--- config.mk ---
export PLATFORM = sky130hd
export DESIGN_NAME = ebwc_ctrl
export DESIGN_NICKNAME = d
export VERILOG_FILES = /design/src/pkg/ebwc_pkg.sv /design/src/verilog/ebwc_ctrl.sv
export SDC_FILE = /design/constraint.sdc
export NUM_CORES = 1
export LEC_CHECK = 0
export BUFFER_PORTS_ARGS = -buffer_cell sky130_fd_sc_hd__buf_2
export CORE_MARGIN = 1
export CORE_UTILIZATION = 54
export DETAILED_ROUTE_END_ITERATION = 7
export GPL_ROUTABILITY_DRIVEN = 1
export GPL_TIMING_DRIVEN = 1
export PLACE_DENSITY = 0.94
export SETUP_SLACK_MARGIN = 0.02
export SYNTH_ARGS = -nofsm -noshare
export SYNTH_HDL_FRONTEND = slang
export SYNTH_SLANG_ARGS = --single-unit
--- constraint.sdc ---
create_clock -name mclk -period 8.2 [get_ports mclk]
set_clock_uncertainty 0.15 [all_clocks]
set_input_delay 0.41 -clock mclk [delete_from_list [all_inputs] [get_ports mclk]]
set_output_delay 0.41 -clock mclk [all_outputs]
set_load 0.01 [all_outputs]
--- src/pkg/ebwc_pkg.sv ---
/*
 * ebwc_pkg: constants, register map, states and carrier structs of the
 * external bus wait control block.
 * assumes: included before the design file; one 32-bit apb register space.
 */
package ebwc_pkg;

    // apb register byte offsets
    localparam logic [7:0] OFS_BUS_WIDTH   = 8'h00;
    localparam logic [7:0] OFS_ACCESS_ST   = 8'h04;
    localparam logic [7:0] OFS_DLY_ENABLE  = 8'h08;
    localparam logic [7:0] OFS_DLY_CONTROL = 8'h0c;
    localparam logic [7:0] OFS_SEL_DIR     = 8'h10;
    localparam logic [7:0] OFS_STATUS      = 8'h14;

    // reset values
    localparam logic [7:0] RST_BUS_WIDTH   = 8'hff;
    localparam logic [7:0] RST_ACCESS_ST   = 8'hff;
    localparam logic [7:0] RST_DLY_ENABLE  = 8'hff;
    localparam logic [7:0] RST_DLY_CONTROL = 8'hf3;
    localparam logic [3:0] RST_SEL_DIR     = 4'h1;

    // delay_control field positions
    localparam int DLY_MODE_HI  = 3;
    localparam int DLY_MODE_LO  = 2;
    localparam int DLY_COUNT_HI = 1;
    localparam int DLY_COUNT_LO = 0;

    // delay mode select encodings
    localparam logic [1:0] MODE_PROG = 2'h0;
    localparam logic [1:0] MODE_NONE = 2'h1;
    localparam logic [1:0] MODE_PIN1 = 2'h2;
    localparam logic [1:0] MODE_AUTO = 2'h3;

    localparam int NUM_AREAS = 8;
    localparam int NUM_SEL   = 4;
    localparam int ADDR_W    = 24;

    typedef enum logic [2:0] {
        ST_IDLE,
        ST_T1,
        ST_T2,
        ST_TW,
        ST_T3
    } ebwc_state_e;

    typedef struct packed {
        logic [ADDR_W-1:0] addr;
        logic              write;
        logic              word;
        logic              rom;
        logic [15:0]       wdata;
    } ebwc_req_s;

    typedef struct packed {
        logic       narrow;
        logic       three_state;
        logic       ctl_enable;
        logic [1:0] mode;
        logic [1:0] count;
    } ebwc_cfg_s;

endpackage : ebwc_pkg

--- src/verilog/ebwc_ctrl.sv ---
/*
 * ebwc_ctrl: external bus interface with area selects, data lane steering,
 * strobes for two- and three-state cycles and four delay modes.
 * assumes: apb master on mclk; one request at a time from the internal
 * master; pins hold_off_n and data_in come from outside and are synchronised.
 */
// How it works
// areas 0 to 3 each get an active-low area select, low during access
// after reset only area select 0 drives; others drive once direction bit set
// internal rom access drives area select 0 low, all strobes stay high; code lowers the select its address decodes, select 0 only for area 0
// area selects are plain address decodes usable as sram selects
// each area is 8-bit (upper lines only) or 16-bit (both halves)
// one read strobe for both halves; upper and lower write strobes per half
// 16-bit area: even byte upper, odd byte lower, word both halves
// unused read half ignored; unused write half carries arbitrary data
// lower write strobe stays high for every 8-bit area access
// only three-state cycles may take inserted delay states
// delay mode from three-state bit, controller enable and mode select
// three-state and enable bits per area; mode select shared by all
// pin mode 0: hold-off low at second state adds states until high
// pin mode 1: programmed count, then hold-off sampled in last one
// pin mode 1 with zero count acts as pin mode 0
// auto mode: hold-off low at second state adds exactly programmed count
// programmable mode: programmed count inserted regardless of hold-off
// two-bit count field is the number of inserted delay states
// reset loads 0xff, 0xff and 0xf3: three states, count three
// bus width bit 0 is 16-bit; three-state bit 1 is three-state
// delay states sit between second and third states, strobes held
`timescale 1ns/1ps
`default_nettype none
module ebwc_ctrl
    import ebwc_pkg::*;
(
    // clock and reset
    input  wire logic                  mclk,
    input  wire logic                  rst,
    // apb slave
    input  wire logic                  psel,
    input  wire logic                  penable,
    input  wire logic                  pwrite,
    input  wire logic [7:0]            paddr,
    input  wire logic [31:0]           pwdata,
    output logic                       pready,
    output logic                       pslverr,
    output logic [31:0]                prdata,
    // internal request port
    input  wire logic                  req_valid,
    input  wire ebwc_pkg::ebwc_req_s   req,
    output logic                       req_ready,
    output logic                       resp_valid,
    output logic [15:0]                resp_rdata,
    // external bus pins
    output logic [ebwc_pkg::ADDR_W-1:0] bus_addr,
    output logic                       address_strobe_n,
    output logic                       read_strobe_n,
    output logic                       upper_write_strobe_n,
    output logic                       lower_write_strobe_n,
    output logic [15:0]                data_out,
    output logic [15:0]                data_oe,
    input  wire logic [15:0]           data_in,
    input  wire logic                  hold_off_n,
    // area select pins
    output logic [ebwc_pkg::NUM_SEL-1:0] area_select_n,
    output logic [ebwc_pkg::NUM_SEL-1:0] area_select_oe
);
    import ebwc_pkg::*;

    ebwc_state_e          st_q;
    ebwc_req_s            cur_q;
    ebwc_cfg_s            cfg_q;
    ebwc_cfg_s            cfg_d;
    logic [7:0]           bus_width_q;
    logic [7:0]           access_state_q;
    logic [7:0]           dly_enable_q;
    logic [7:0]           dly_control_q;
    logic [NUM_SEL-1:0]   sel_dir_q;
    logic [1:0]           cnt_q;
    logic                 ext_q;
    logic                 hold_s1_q;
    logic                 hold_s2_q;
    logic [15:0]          din_s1_q;
    logic [15:0]          din_s2_q;
    logic [15:0]          dout_q;
    logic [15:0]          rdata_q;
    logic                 resp_q;
    logic                 fin_q;
    logic [2:0]           area;
    logic                 hold_low;
    logic                 last_state;
    logic                 wr_en;
    logic                 apb_hit;

    // synchronisers for pin inputs
    always_ff @(posedge mclk or posedge rst) begin
        if (rst) begin
            hold_s1_q <= 1'b1;
            hold_s2_q <= 1'b1;
            din_s1_q  <= 16'h0000;
            din_s2_q  <= 16'h0000;
        end else begin
            hold_s1_q <= hold_off_n;
            hold_s2_q <= hold_s1_q;
            din_s1_q  <= data_in;
            din_s2_q  <= din_s1_q;
        end
    end
    assign hold_low = ~hold_s2_q;

    // apb register file
    assign pready = 1'b1;
    assign wr_en  = psel & penable & pwrite;
    always_comb begin
        apb_hit = 1'b1;
        prdata  = 32'h0000_0000;
        case (paddr)
            OFS_BUS_WIDTH:   prdata = {24'h00_0000, bus_width_q};
            OFS_ACCESS_ST:   prdata = {24'h00_0000, access_state_q};
            OFS_DLY_ENABLE:  prdata = {24'h00_0000, dly_enable_q};
            OFS_DLY_CONTROL: prdata = {24'h00_0000, dly_control_q};
            OFS_SEL_DIR:     prdata = {28'h000_0000, sel_dir_q};
            OFS_STATUS:      prdata = {26'h000_0000, cnt_q, ext_q, st_q};
            default:         apb_hit = 1'b0;
        endcase
    end
    assign pslverr = psel & penable & ~apb_hit;

    always_ff @(posedge mclk or posedge rst) begin
        if (rst) begin
            bus_width_q    <= RST_BUS_WIDTH;
            access_state_q <= RST_ACCESS_ST;
            dly_enable_q   <= RST_DLY_ENABLE;
            dly_control_q  <= RST_DLY_CONTROL;
            sel_dir_q      <= RST_SEL_DIR;
        end else if (wr_en) begin
            case (paddr)
                OFS_BUS_WIDTH:   bus_width_q    <= pwdata[7:0];
                OFS_ACCESS_ST:   access_state_q <= pwdata[7:0];
                OFS_DLY_ENABLE:  dly_enable_q   <= pwdata[7:0];
                OFS_DLY_CONTROL: dly_control_q  <= pwdata[7:0];
                OFS_SEL_DIR:     sel_dir_q      <= pwdata[NUM_SEL-1:0];
                default:         ;
            endcase
        end
    end

    // per-area configuration, latched at cycle start so writes apply next cycle
    assign area = req.addr[ADDR_W-1 -: 3];
    always_comb begin
        cfg_d.narrow      = bus_width_q[area];
        cfg_d.three_state = access_state_q[area];
        cfg_d.ctl_enable  = dly_enable_q[area];
        cfg_d.mode        = {dly_control_q[DLY_MODE_HI], dly_control_q[DLY_MODE_LO]};
        cfg_d.count       = {dly_control_q[DLY_COUNT_HI], dly_control_q[DLY_COUNT_LO]};
    end

    assign req_ready  = (st_q == ST_IDLE);
    assign last_state = (st_q == ST_T3)
                        || (st_q == ST_T2 && (!cfg_q.three_state || cur_q.rom));

    // cycle sequencer
    always_ff @(posedge mclk or posedge rst) begin
        if (rst) begin
            st_q  <= ST_IDLE;
            cur_q <= '0;
            cfg_q <= '0;
            cnt_q <= 2'h0;
            ext_q <= 1'b0;
        end else begin
            case (st_q)
                ST_IDLE: begin
                    if (req_valid) begin
                        cur_q <= req;
                        cfg_q <= cfg_d;
                        st_q  <= ST_T1;
                    end
                end
                ST_T1: st_q <= ST_T2;
                ST_T2: begin
                    ext_q <= 1'b0;
                    cnt_q <= cfg_q.count;
                    if (!cfg_q.three_state || cur_q.rom) begin
                        st_q <= ST_IDLE;
                    end else if (!cfg_q.ctl_enable) begin
                        cnt_q <= 2'h1;
                        ext_q <= 1'b1;
                        st_q  <= hold_low ? ST_TW : ST_T3;
                    end else begin
                        case (cfg_q.mode)
                            MODE_PROG: begin
                                st_q <= (cfg_q.count != 2'h0) ? ST_TW : ST_T3;
                            end
                            MODE_PIN1: begin
                                ext_q <= 1'b1;
                                if (cfg_q.count == 2'h0) begin
                                    cnt_q <= 2'h1;
                                    st_q  <= hold_low ? ST_TW : ST_T3;
                                end else begin
                                    st_q <= ST_TW;
                                end
                            end
                            MODE_AUTO: begin
                                st_q <= (hold_low && cfg_q.count != 2'h0) ? ST_TW : ST_T3;
                            end
                            default: st_q <= ST_T3;           // MODE_NONE
                        endcase
                    end
                end
                ST_TW: begin
                    if (cnt_q == 2'h1) begin
                        st_q <= (ext_q && hold_low) ? ST_TW : ST_T3;
                    end else begin
                        cnt_q <= cnt_q - 2'h1;
                    end
                end
                ST_T3:   st_q <= ST_IDLE;
                default: st_q <= ST_IDLE;
            endcase
        end
    end

    // write data lanes and read capture
    always_ff @(posedge mclk or posedge rst) begin
        if (rst) begin
            dout_q  <= 16'h0000;
            rdata_q <= 16'h0000;
            resp_q  <= 1'b0;
            fin_q   <= 1'b0;
        end else begin
            // synchronised read data lags two edges, so answer one edge after last state
            fin_q  <= (st_q != ST_IDLE) && last_state;
            resp_q <= fin_q;
            if (st_q == ST_IDLE && req_valid) begin
                if (req.word) begin
                    dout_q <= req.wdata;
                end else begin
                    dout_q <= {req.wdata[7:0], req.wdata[7:0]};
                end
            end
            if (fin_q && !cur_q.write) begin
                if (cur_q.word && !cfg_q.narrow) begin
                    rdata_q <= din_s2_q;
                end else if (!cfg_q.narrow && cur_q.addr[0]) begin
                    rdata_q <= {8'h00, din_s2_q[7:0]};
                end else begin
                    rdata_q <= {8'h00, din_s2_q[15:8]};
                end
            end
        end
    end
    assign resp_valid = resp_q;
    assign resp_rdata = rdata_q;

    // external strobes and pins
    logic active;
    logic ext_cyc;
    logic wr_phase;
    assign active   = (st_q != ST_IDLE);
    assign ext_cyc  = active && !cur_q.rom;
    assign wr_phase = ext_cyc && cur_q.write && (st_q != ST_T1);
    assign bus_addr             = cur_q.addr;
    assign address_strobe_n     = ~ext_cyc;
    assign read_strobe_n        = ~(ext_cyc && !cur_q.write);
    assign upper_write_strobe_n = ~(wr_phase && (cfg_q.narrow || cur_q.word
                                                || !cur_q.addr[0]));
    assign lower_write_strobe_n = ~(wr_phase && !cfg_q.narrow
                                    && (cur_q.word || cur_q.addr[0]));
    assign data_out             = dout_q;
    assign data_oe              = {16{ext_cyc && cur_q.write}};

    // area select decode, one per pin
    genvar gi;
    generate
        for (gi = 0; gi < NUM_SEL; gi++) begin : g_sel
            assign area_select_n[gi]  = ~(active && cur_q.addr[ADDR_W-1 -: 3] == gi);
            assign area_select_oe[gi] = sel_dir_q[gi];
        end
    endgenerate
endmodule : ebwc_ctrl
`default_nettype wire

# == Word level (Yosys, flattened, before mapping) ==
# Cells that the tools add are included.
# W data, S select, Z words.
# word_totals
elab_cells,136
input_bits,106
register_bits,144
out_inout_bits,120
# classes
reduce_logical,46
add_sub_neg,1
eq_ne,19
magnitude_cmp,1
n_bitwise,13
n_mux,31
# ops
operator,count
$pmux W8 S6,1
$mux W16,2
$mux W3,9
$logic_and A1 B1 Y1,19
$eq A8 B4 Y1 const B,2
$eq A8 B5 Y1 const B,2
$reduce_and A2 Y1,8
$eq A3 B2 Y1 const B,4
$pmux W3 S4,1
$mux W2,5
$not A1 Y1,10
$bmux W1 S3,3
$pmux W3 S3,1
$eq A8 B3 Y1 const B,1
$logic_not A8 Y1,1
$mux W8,1
$mux W1,7
$eq A3 B1 Y1 const B,2
$logic_not A3 Y1,2
$ne A2 B2 Y1 const B,3
$reduce_or A6 Y1,1
$logic_not A1 Y1,5
$logic_or A1 B1 Y1,5
$eq A2 B2 Y1 const B,2
10 further kinds,14

# == Logic depth before layout (Yosys ltp) ==
# Gate-level depths: netlist of run 1.
# depth
depth_word,7
mapped_depth,7
mapped_depth_nobuf,6

# == Worst setup path before layout of run 1 ==
# Ideal clock, no wire load.
# synth_timing
path_type,input to register
startpoint,in paddr[1]
endpoint,reg dly_enable_q[0]
path_stages,6
n_path_buf,2
setup_slack_ps,5727
t_arrival_ps,2240
required_ps,7968
setup_time_ps,82
cell_sequence,or4_4 -> or3_1 -> buf_2 -> or4_4 -> buf_6 -> mux2_4
# synth_via
elab_chain_cells,2
# synth_lines
element,line_no,text
start: declaration,ebwc_ctrl.sv:41,"input wire logic [7:0] paddr,"
$eq A8 B4 Y1,ebwc_ctrl.sv:135,case (paddr)
$reduce_and A2 Y1 (no line),--,
end signal: assignment,ebwc_ctrl.sv:138,OFS_DLY_ENABLE: dly_enable_q <= pwdata[7:0];
end: declaration,ebwc_ctrl.sv:74,logic [7:0] dly_enable_q;
# No other way between the ends.
# A chain may end at the register's enable or synchronous reset.

# == Worst setup path in the final report of run 1 ==
# layout_timing
startpoint,reg st_q[0]
endpoint,"reg dout_q[14], in the netlist data_out[14]"
# layout_via
elab_chain_cells,2
# layout_lines
element,line_no,text
start: declaration,ebwc_ctrl.sv:68,ebwc_state_e st_q;
start signal: assignment,ebwc_ctrl.sv:186,st_q <= hold_low ? ST_TW : ST_T3;
start signal: assignment,ebwc_ctrl.sv:190,st_q <= (cfg_q.count != 2'h0) ? ST_TW : ST_T3;
start signal: assignment,ebwc_ctrl.sv:196,st_q <= hold_low ? ST_TW : ST_T3;
$logic_not A3 Y1,ebwc_ctrl.sv:232,if (st_q == ST_IDLE && req_valid) begin
$logic_and A1 B1 Y1,ebwc_ctrl.sv:232,
end signal: assignment,ebwc_ctrl.sv:234,dout_q <= req.wdata;
end signal: assignment,ebwc_ctrl.sv:236,"dout_q <= {req.wdata[7:0], req.wdata[7:0]};"
end: declaration,ebwc_ctrl.sv:83,logic [15:0] dout_q;
# No other way between the ends.

==> flow_metrics.py, run 1 <==
metrics = {
    "sta": {
        "final_max_slew_viol_count": 0,
        "fmaxAchievable_mhz": 325.2,
        "slew_headroom_pct": 20.16,
        "setup_slack_ps": 5125,
        "finalCriticalPeriod_ps": 3075,
        "hold_viol_final": 0,
        "worst_slew_pin_slew_ps": 1195,
        "post-route-period-util_pct": 37.50,
        "fin_tns_setup_ps": 0,
        "final-setup-viol-count": 0,
        "rsz_0062_raised_after_global_routing": "no",
    },
    "power": {
        "power_report.internal_total_w": 0.001555,
        "p_per_area_mw_per_mm2": 309.2,
        "p_sw_w": 0.0008641,
        "power_frac_seq_pct": 40.7,
        "clock_power_share_pct": 30.1,
        "power_switching_share_pct": 35.71,
        "cellLeakagePower_nw": 4.005,
        "max_rail_drop_vdd_uv": 272.1,
        "combinational_group_share_of_total_power_pct": 29.2,
    },
    "detailed_routing": {
        "wire_per_inst_um": 15.99,
        "detailed_router_s_first_iteration_violation_count": 343,
        "route.antenna.remaining_nets": 0,
        "wirelength_mm": 14.22,
        "dr_total_vias": 4632,
        "drt_pass_1_iters": 6,
        "vias_per_cell": 5.210,
        "route.detailed.drc": 20,
    },
    "critical_path": {
        "path_delay_family": "simple AND/OR/NAND/NOR gates",
        "crit_path_end_kind": "flip-flop",
        "crit_path_max_incr_delay_ps": 970,
        "worst-setup-path-type": "flip-flop to flip-flop",
        "timing.rr.start": "st_q[0]",
        "cp_num_buf_inv": 0,
        "start_kind": "flip-flop",
        "worst_ep_required_time_ps": 8360,
        "path_max_fanout": 60,
        "worstPathCellList": "nor3_1 -> nand2_2 -> o21ai_0",
        "crit-reg2reg-capture": "data_out[14]",
        "cp.arrival_ps": 3230,
        "timing.reg2reg.worst_path_depth": 3,
        "r2r_setup_slack_ps": 5130,
        "slowest_stage": "sky130_fd_sc_hd__nor3_1",
    },
    "clocking": {
        "clock_tree.root_cell": "sky130_fd_sc_hd__clkbuf_16",
        "numClockSinks": 144,
        "htree_num_levels": 4,
        "worstSkewPairLatency_ps": 420,
        "clkSlewWorstSetupHoldPaths_ps": 60,
        "tritoncts.num_buffers": 17,
        "cts-root-to-sink-buffers": 2,
        "cts_tree": "built",
    },
    "placed_design": {
        "port-buffer-count": 176,
        "dp_slack_ps": 5183,
        "post-dp-hpwl_mm": 9.951,
        "post-place-cells": 839,
        "gpl_wtd_cong": 0.8642,
    },
    "logic_synthesis": {
        "synth_commonest_cells": "sky130_fd_sc_hd__nand2_1 (146), sky130_fd_sc_hd__dfrtp_1 (111), sky130_fd_sc_hd__buf_4 (64), sky130_fd_sc_hd__mux2i_1 (35), sky130_fd_sc_hd__dfstp_2 (33)",
        "total_standard_cell_area_after_synthesis_mm2": 0.006500,
        "synthFlopType": "sky130_fd_sc_hd__dfrtp_1",
        "asyncSetResetFlopFracSynth_pct": 100.0,
        "yosys.cell_types.count": 45,
        "synth.yosys.warnings": 0,
        "ys_seq_elements": 144,
        "yosysTopAreaCellShare_pct": 42.73,
        "synth_most_common_cell": "sky130_fd_sc_hd__nand2_1",
        "most_area_consuming_cells_after_synthesis": "sky130_fd_sc_hd__dfrtp_1 (43%), sky130_fd_sc_hd__dfstp_2 (13%), sky130_fd_sc_hd__nand2_1 (8.4%), sky130_fd_sc_hd__buf_4 (7.4%), sky130_fd_sc_hd__mux2i_1 (5.4%)",
        "number_of_synthesized_flops_with_an_enable_pin": 0,
        "synthesis.instances": 585,
        "synth_largest_area_cell": "sky130_fd_sc_hd__dfrtp_1",
        "synth_seq_area_share_pct": 56.07,
        "post_synth.cell_area_avg_um2": 11.11,
    },
    "cells_and_area": {
        "num-nets-final": 840,
        "post-route-util_pct": 67.66,
        "antenna_cells": 0,
        "layout-area-overhead-vs-synth_pct": 20.38,
        "fin_cells": 889,
        "final_layout_size_suffix_gt1_share_pct": 40.21,
    },
    "min_path": {
        "min_delay_worst_endpoint": "bus_addr[9]",
        "worst_hold_startpoint": "req[28]",
        "hold_path_class": "input pin to flip-flop",
        "holdPathStages": 3,
    },
    "outcome": {
        "violated_checks": "design-rule violations",
        "run_status": "complete, but fails checks",
    },
    "die": {
        "num_rows": 39,
        "top_level_ports": 226,
        "chipHeight_um": 111.7,
        "die-width_um": 111.7,
        "die_area_mm2": 0.01248,
        "initial_utilization_pct": 56.20,
        "design.core.area_mm2": 0.01156,
    },
    "global_routing": {
        "grt-ovfl-total": 0,
        "global_route.usage.total_pct": 24.38,
        "antenna_found_initial": 0,
        "pin_count_of_the_biggest_net_entering_global_routing": 74,
        "via_count_of_the_first_global_routing_pass": 4602,
        "grt_first_pass_wirelength_mm": 23.37,
    },
    "flow_run": {
        "maxCapViolCount": 0,
    },
}
worst max path at each step:
stage	startpoint	to	slack [ps]	cells past startpoint
2_1_floorplan	rst	area_select_oe[1]	3830	1
3_3_place_gp	st_q[0]	data_out[13]	5340	4
3_5_place_dp	st_q[0]	data_out[14]	5180	3
4_1_cts	st_q[0]	data_out[14]	5190	3
5_1_grt	st_q[0]	data_out[9]	4930	4
6_report	st_q[0]	data_out[14]	5130	3
flip-flops by register name, summed over array words and instances, names as in the netlist, 2 cells and up:
signal and cells:
bus_width_q 8, cnt_q 2, cur_q 3, access_state_q 8, resp_rdata 16, st_q 3
data_out 16, cfg_q 7, dly_control_q 8, din_s2_q 16, din_s1_q 16, dly_enable_q 8
bus_addr 24, area_select_oe 4
worst reg2reg max path: cells and delay by family, from the launching register on:
family           cells  cell delay, ps
flip-flops           1             500
AO/OA/AOI/OAI        1             480
AND/OR/NAND/NOR      2            1840
cell families after synthesis:
kind of cell / Yosys count / synth area share (%)
AO/OA/AOI/OAI: 61 / 5.679
adder cells (fa/ha/maj): 1 / 0.1925
buffers and inverters: 97 / 9.471
flip-flops: 144 / 56.07
multiplexers: 81 / 15.03
other: 2 / 0.1155
AND/OR/NAND/NOR: 199 / 13.44
through the flow:
step           power [W]  hold WS (ps)  area [um^2]
2_1_floorplan   0.001520         181.2         6586
3_3_place_gp    0.001665         181.5         7079
3_5_place_dp    0.001696         185.5         7079
4_1_cts         0.002437         14.32         7825
5_1_grt         0.002568         16.98         7825
6_report        0.002420         25.55         7825
power groups by stage:
stage | Sequential, W | Combinational (W) | Clock, W
floorplan | 0.000999 | 0.000520 | 0
global placement | 0.000983 | 0.000682 | 0
detailed placement | 0.000992 | 0.000704 | 0
CTS | 0.000980 | 0.000714 | 0.000742
global route | 0.00100 | 0.000788 | 0.000776
finish | 0.000984 | 0.000708 | 0.000728
repair_timing:
action                    in CTS  in global routing
resized for setup              0                  0
hold buffers                  18                  0
buffers inserted               0                  0
hold endpoints to repair      86                  0
final cells by class:
cell class,count,area [um^2]
fill,857,3740
timing repair buffer,196,1076
multi-input combinational,367,2328
inverter,7,31.28
tap,143,178.9
clock inverter,15,140.1
sequential,144,3645
clock buffer,17,425.4
routing by layer:
metal,global-route usage (%),part of all wire (%),vias up
met4,8.378,1.6,0
met5,0,0,-
met3,6.424,5.3,21
li1,-,-,2184
met2,41.70,52,180
met1,29.96,42,2247
cell usage in the layout, fill, tap and decap left out, types with 2 or more instances in the layout:
cell / n
sky130_fd_sc_hd__conb_1: 25
sky130_fd_sc_hd__o22ai_1: 5
sky130_fd_sc_hd__inv_1: 6
sky130_fd_sc_hd__o21ai_0: 28
sky130_fd_sc_hd__dfrtp_1: 111
sky130_fd_sc_hd__buf_4: 2
sky130_fd_sc_hd__mux2i_1: 35
sky130_fd_sc_hd__dlygate4sd3_1: 18
sky130_fd_sc_hd__o211ai_1: 3
sky130_fd_sc_hd__nand3_1: 3
sky130_fd_sc_hd__inv_8: 5
sky130_fd_sc_hd__nand2_1: 145
sky130_fd_sc_hd__clkinv_4: 4
sky130_fd_sc_hd__a22o_1: 8
sky130_fd_sc_hd__a31oi_1: 3
sky130_fd_sc_hd__clkbuf_16: 17
sky130_fd_sc_hd__inv_6: 6
sky130_fd_sc_hd__or3_1: 5
sky130_fd_sc_hd__nand2b_1: 6
sky130_fd_sc_hd__mux4_2: 7
sky130_fd_sc_hd__or4_1: 2
sky130_fd_sc_hd__or4_4: 2
sky130_fd_sc_hd__mux2_4: 8
sky130_fd_sc_hd__mux2_2: 31
sky130_fd_sc_hd__buf_2: 176
sky130_fd_sc_hd__and2b_2: 2
sky130_fd_sc_hd__dfstp_2: 33
sky130_fd_sc_hd__a22oi_1: 2
sky130_fd_sc_hd__a21oi_1: 8
sky130_fd_sc_hd__nor3_1: 4
sky130_fd_sc_hd__nor2_1: 17
sky130_fd_sc_hd__nand3b_1: 2
Note: power is estimated with default switching activity, not from simulation.
==> run 2, diff against run 1 <==
CORE_UTILIZATION = 50   (was 54)
PLACE_DENSITY = 0.89   (was 0.94)
clock period = 3 ns   (was 8.2 ns; I/O delays follow)
==> run 2 against run 1 <==
The flow now finishes without violations. Via count is 6.6% higher. Cell count is 9.8% higher. Critical path depth is 2 higher. Sequential share of layout area is 3.4 points lower. Power grew to 2.8 times the previous value. Setup slack worse by 4700 ps. First-iteration DRC count is 31% lower. Die area is 7.8% higher. Routed wire length is 11% higher. Hold slack better by 15 ps. Non-clock buffer count is 58 higher. Critical path type is now flip-flop to output port. Highest routed layer unchanged.
==> flow_metrics.py, run 2 (same netlist as run 1, synthesis figures left out) <==
metrics = {
    "critical_path": {
        "worst_ep_required_time_ps": 2700,
        "r2r_setup_slack_ps": 920,
        "cp.arrival_ps": 2270,
        "path_max_fanout": 16,
        "crit_path_end_kind": "output port",
        "start_kind": "flip-flop",
        "timing.rr.start": "st_q[0]",
        "worst-setup-path-type": "flip-flop to output port",
        "timing.reg2reg.worst_path_depth": 6,
        "crit-reg2reg-capture": "bus_addr[18]",
    },
    "sta": {
        "finalCriticalPeriod_ps": 2574,
        "fin_tns_setup_ps": 0,
        "setup_slack_ps": 425.6,
        "fmaxAchievable_mhz": 388.4,
        "post-route-period-util_pct": 85.81,
        "final-setup-viol-count": 0,
        "rsz_0062_raised_after_global_routing": "no",
        "final_max_slew_viol_count": 0,
        "slew_headroom_pct": 52.31,
        "worst_slew_pin_slew_ps": 713.6,
        "hold_viol_final": 0,
    },
    "min_path": {
        "worst_hold_startpoint": "req[41]",
        "hold_path_class": "input pin to flip-flop",
        "min_delay_worst_endpoint": "bus_addr[22]",
        "holdPathStages": 3,
    },
    "power": {
        "p_per_area_mw_per_mm2": 801.0,
        "cellLeakagePower_nw": 4.248,
        "power_w": 0.006759,
        "max_rail_drop_vdd_uv": 340.7,
    },
    "die": {
        "num_rows": 41,
        "die-width_um": 116.0,
        "initial_utilization_pct": 51.30,
        "design.core.area_mm2": 0.01267,
        "chipHeight_um": 116.0,
        "die_area_mm2": 0.01346,
        "top_level_ports": 226,
    },
    "placed_design": {
        "post-dp-hpwl_mm": 9.928,
        "dp_slack_ps": 563.2,
        "post-place-cells": 876,
        "port-buffer-count": 176,
        "gpl_wtd_cong": 0.9357,
    },
    "cells_and_area": {
        "final_common_cell": "sky130_fd_sc_hd__buf_2",
        "largest_register_ffs": 24,
        "num-nets-final": 898,
        "antenna_cells": 0,
        "final_layout_size_suffix_gt1_share_pct": 38.06,
        "num-fill-cells": 881,
        "top_library_cells_by_usage_in_the_layout_fill_and_taps_aside": "sky130_fd_sc_hd__buf_2 (176), sky130_fd_sc_hd__nand2_1 (145), sky130_fd_sc_hd__dfrtp_1 (111), sky130_fd_sc_hd__dlygate4sd3_1 (68), sky130_fd_sc_hd__mux2i_1 (35)",
        "layout-area-overhead-vs-synth_pct": 29.82,
        "fin_cells": 976,
    },
    "detailed_routing": {
        "drt_pass_1_iters": 4,
        "route.detailed.drc": 0,
        "detailed_router_s_first_iteration_violation_count": 237,
        "route.antenna.remaining_nets": 0,
        "wire_per_inst_um": 16.11,
        "dr_total_vias": 4938,
        "wirelength_mm": 15.73,
        "vias_per_cell": 5.059,
    },
    "clocking": {
        "cts_tree": "built",
        "post_cts_resize_count": 0,
        "tritoncts.num_buffers": 17,
        "numClockSinks": 144,
        "cts-root-to-sink-buffers": 2,
        "worstSkewPairLatency_ps": 420,
        "post-cts-setup-buffer-count": 0,
        "clock_tree.root_cell": "sky130_fd_sc_hd__clkbuf_16",
        "htree_num_levels": 4,
        "clkSlewWorstSetupHoldPaths_ps": 60,
        "cts_hold_buffers": 68,
    },
    "global_routing": {
        "antenna_found_initial": 0,
        "gr-usage-met2_pct": 43.29,
        "grt_first_pass_wirelength_mm": 24.65,
        "met3_usage_pct": 5.282,
        "globalRoute.busiestLayer": "met2",
        "use_met1_pct": 29.21,
        "via_count_of_the_first_global_routing_pass": 4935,
        "grt-ovfl-total": 0,
        "global_route.usage.total_pct": 24.79,
        "pin_count_of_the_biggest_net_entering_global_routing": 61,
    },
    "flow_run": {
        "maxCapViolCount": 0,
    },
    "outcome": {
        "run_status": "finished, final reports clean",
    },
}
run 2: cell types whose count changed in the layout (fill, tap and decap cells not counted):
| cell | change |
|---|---|
| sky130_fd_sc_hd__buf_12 | +1 |
| sky130_fd_sc_hd__buf_4 | +7 |
| sky130_fd_sc_hd__bufinv_16 | +1 |
| sky130_fd_sc_hd__clkbuf_1 | +2 |
| sky130_fd_sc_hd__clkbuf_8 | +1 |
| sky130_fd_sc_hd__clkinvlp_4 | +2 |
| sky130_fd_sc_hd__dlygate4sd3_1 | +50 |
| sky130_fd_sc_hd__inv_6 | -2 |
| sky130_fd_sc_hd__inv_8 | -4 |
run 2: power by group:
group / internal (W) / leakage [nW] / switching (W)
clock: 0.00118 / 0.278 / 0.000817
sequential: 0.00240 / 1.72 / 0.000303
combinational: 0.000832 / 2.25 / 0.00123
run 2: metrics by stage:
stage	utilization [%]	hold WS (ps)	cell area, um^2
floorplan	-	4.478	6590
global placement	56.72	56.73	7187
detailed placement	56.72	71.80	7187
CTS	66.59	26.63	8438
global route	66.59	39.92	8438
finish	66.59	40.79	8438
run 2: per-layer routing:
| layer | share of wire, % | vias up |
|---|---|---|
| met5 | 0 | - |
| met4 | 3.2 | 0 |
| met3 | 6.4 | 40 |
| met2 | 51 | 242 |
| met1 | 39 | 2357 |
| li1 | - | 2299 |
run 2: cell type report:
type	instances	area (um^2)	area share, %
Inverter	7	30.03	0.3559
Timing Repair Buffer	254	1649	19.54
Clock buffer	20	446.7	5.294
Tap cell	172	215.2	2.550
Clock inverter	12	123.9	1.468
Sequential cell	144	3645	43.19
Multi-Input combinational cell	367	2328	27.59
run 2: how the worst max path moves through the flow:
stage	to	slack, ps	cells after the start	startpoint
after floorplan	dly_enable_q[0]	790	6	paddr[1]
final	data_oe[3]	430	5	st_q[2]
after CTS	data_oe[6]	420	5	st_q[1]
after global placement	bus_width_q[5]	590	5	paddr[1]
after detailed placement	bus_width_q[6]	560	5	paddr[1]
after global routing	data_oe[4]	140	5	st_q[1]
run 2: worst max-delay path, stage by stage (launching register included):
cell,delay (ps)
sky130_fd_sc_hd__dfrtp_1,530
sky130_fd_sc_hd__nor3_1,80
sky130_fd_sc_hd__buf_4,190
sky130_fd_sc_hd__or2_2,290
sky130_fd_sc_hd__nor2_1,500
sky130_fd_sc_hd__buf_2,260
==> run 3, diff against run 2 <==
--- a/config.mk
+++ b/config.mk
@@ -8,2 +8,3 @@
 export BUFFER_PORTS_ARGS = -buffer_cell sky130_fd_sc_hd__buf_2
+export CAP_MARGIN = 20
 export CORE_MARGIN = 1
==> constraint.sdc (replaced) <==
create_clock -name mclk -period 3 [get_ports mclk]
set_clock_uncertainty 0.15 [all_clocks]
set_input_delay 0.45 -clock mclk [delete_from_list [all_inputs] [get_ports mclk]]
set_output_delay 0.45 -clock mclk [all_outputs]
set_load 0.01 [all_outputs]
==> run 3 against run 2 <==
Cell count down 5.3%. Sequential share of layout area rose by 2.7 points. Hold slack gained 35 ps. First-iteration DRC count fell by 2.5%. Critical path type is now input pin to output port.
==> flow_metrics.py, run 3 (same netlist as run 1, synthesis figures left out) <==
metrics = {
    "outcome": {
        "run_status": "finished, final reports clean",
    },
    "cells_and_area": {
        "layout-area-overhead-vs-synth_pct": 22.23,
        "top_library_cells_by_usage_in_the_layout_fill_and_taps_aside": "sky130_fd_sc_hd__buf_2 (176), sky130_fd_sc_hd__nand2_1 (145), sky130_fd_sc_hd__dfrtp_1 (111), sky130_fd_sc_hd__mux2i_1 (35), sky130_fd_sc_hd__dfstp_2 (33)",
        "num-nets-final": 846,
        "antenna_cells": 0,
        "post-route-util_pct": 62.70,
        "largest_register_ffs": 24,
        "final_common_cell": "sky130_fd_sc_hd__buf_2",
        "final_layout_size_suffix_gt1_share_pct": 40.82,
    },
    "placed_design": {
        "gpl_wtd_cong": 0.8722,
        "port-buffer-count": 176,
        "post-dp-hpwl_mm": 9.979,
    },
    "power": {
        "p_per_area_mw_per_mm2": 850.0,
        "power_frac_seq_pct": 39.9,
        "power_w": 0.006753,
        "clock_power_share_pct": 30.9,
        "max_rail_drop_vdd_uv": 457.4,
        "cellLeakagePower_nw": 4.040,
        "power_report.internal_total_w": 0.004444,
        "p_sw_w": 0.002310,
        "combinational_group_share_of_total_power_pct": 29.2,
        "power_switching_share_pct": 34.20,
    },
    "sta": {
        "final_max_slew_viol_count": 0,
        "finalCriticalPeriod_ps": 2673,
        "rsz_0062_raised_after_global_routing": "no",
        "post-route-period-util_pct": 89.10,
        "fin_tns_setup_ps": 0,
        "final-setup-viol-count": 0,
        "worst_slew_pin_slew_ps": 738.2,
        "fmaxAchievable_mhz": 374.1,
        "slew_headroom_pct": 50.79,
        "hold_viol_final": 0,
    },
    "clocking": {
        "worstSkewPairLatency_ps": 410,
        "htree_num_levels": 4,
        "cts-root-to-sink-buffers": 2,
        "clock_tree.root_cell": "sky130_fd_sc_hd__clkbuf_16",
        "cts_tree": "built",
        "post-cts-setup-buffer-count": 0,
        "clkSlewWorstSetupHoldPaths_ps": 60,
        "tritoncts.num_buffers": 17,
        "numClockSinks": 144,
    },
    "critical_path": {
        "worst_ep_required_time_ps": 2400,
        "path_max_fanout": 5,
        "crit_path_max_incr_delay_ps": 620,
        "worstPathCellList": "buf_2 -> or4_4 -> or4_2 -> o21ai_0 -> buf_2",
        "cp.arrival_ps": 2070,
        "cp.depth": 5,
        "timing.reg2reg.worst_path_depth": 6,
        "crit_top_cell": "sky130_fd_sc_hd__buf_2",
        "path_delay_family": "simple AND/OR/NAND/NOR gates",
        "slowest_stage": "sky130_fd_sc_hd__or4_2",
        "start_kind": "input pin",
        "cp_num_buf_inv": 2,
        "crit_path_end_kind": "output port",
        "worst-setup-path-type": "input pin to output port",
    },
    "die": {
        "top_level_ports": 226,
        "die-width_um": 116.0,
        "num_rows": 41,
        "initial_utilization_pct": 51.30,
        "chipHeight_um": 116.0,
        "die_area_mm2": 0.01346,
        "design.core.area_mm2": 0.01267,
    },
    "flow_run": {
        "maxCapViolCount": 0,
    },
    "detailed_routing": {
        "vias_per_cell": 5.004,
        "route.detailed.drc": 0,
        "wire_per_inst_um": 15.66,
        "detailed_router_s_first_iteration_violation_count": 231,
        "route.antenna.remaining_nets": 0,
        "dr_total_vias": 4624,
        "wirelength_mm": 14.47,
        "drt_pass_1_iters": 4,
    },
    "global_routing": {
        "via_count_of_the_first_global_routing_pass": 4464,
        "antenna_found_initial": 0,
        "grt_first_pass_wirelength_mm": 22.56,
        "pin_count_of_the_biggest_net_entering_global_routing": 145,
        "global_route.usage.total_pct": 22.89,
        "grt-ovfl-total": 0,
    },
    "min_path": {
        "hold_path_class": "input pin to asynchronous set/reset pin",
    },
}
-- run 3: path summary, 6_finish.rpt --
check                             from             to  slack (ps)
hold / removal                     rst  resp_rdata[9]          80
setup reg to reg               st_q[0]   bus_addr[10]         710
min in group mclk              req[21]    bus_addr[2]          80
setup / recovery              paddr[1]      prdata[3]         330
hold reg to reg            din_s1_q[4]    din_s2_q[4]         190
max in group asynchronous          rst      cur_q[16]        2060
-- run 3: layout make-up --
class / count / area (um^2)
Inverter: 7 / 30.03
Sequential cell: 144 / 3645
Clock buffer: 19 / 442.9
Multi-Input combinational cell: 367 / 2331
Tap cell: 172 / 215.2
Fill cell: 998 / 4726
Clock inverter: 13 / 150.1
Timing Repair Buffer: 202 / 1131
-- run 3: repair_timing --
item | CTS | global route
setup endpoints to repair | 0 | 16
hold buffers | 17 | 0
gates resized for setup | 0 | 1
endpoints found under the hold margin | 17 | 0
-- run 3: metrics by stage --
step,std cells,area (um^2),hold slack (ps),worst slack [ps]
after floorplan,608,6590,181.2,487.2
after global placement,875,7179,181.3,341.5
after detailed placement,875,7179,185.5,325.9
after CTS,924,7943,58.03,226.7
after global routing,924,7945,72.22,209.7
final,924,7945,75.89,327.1
-- run 3: routing by layer --
layer	wire [um]	up-vias	global-route usage [%]	part of all wire, %
met5	0	-	0	0
met4	259	0	9.316	1.8
met3	859	15	6.381	5.9
met2	7474	181	40.08	52
met1	5875	2238	26.48	41
li1	-	2190	-	-
-- run 3: power groups by stage --
stage	Combinational (W)	Clock (W)	Sequential, W
finish	0.00197	0.00209	0.00270
global route	0.00223	0.00222	0.00275
CTS	0.00199	0.00212	0.00269
detailed placement	0.00197	0	0.00272
global placement	0.00190	0	0.00270
floorplan	0.00142	0	0.00273
-- run 3: worst register-to-register path, stage by stage (launching register included) --
cell and delay [ps]:
sky130_fd_sc_hd__dfrtp_1 510, sky130_fd_sc_hd__nor3_1 310, sky130_fd_sc_hd__buf_4 230, sky130_fd_sc_hd__nand2_2 440
sky130_fd_sc_hd__buf_4 400, sky130_fd_sc_hd__nand2_1 90, sky130_fd_sc_hd__nand2_1 60
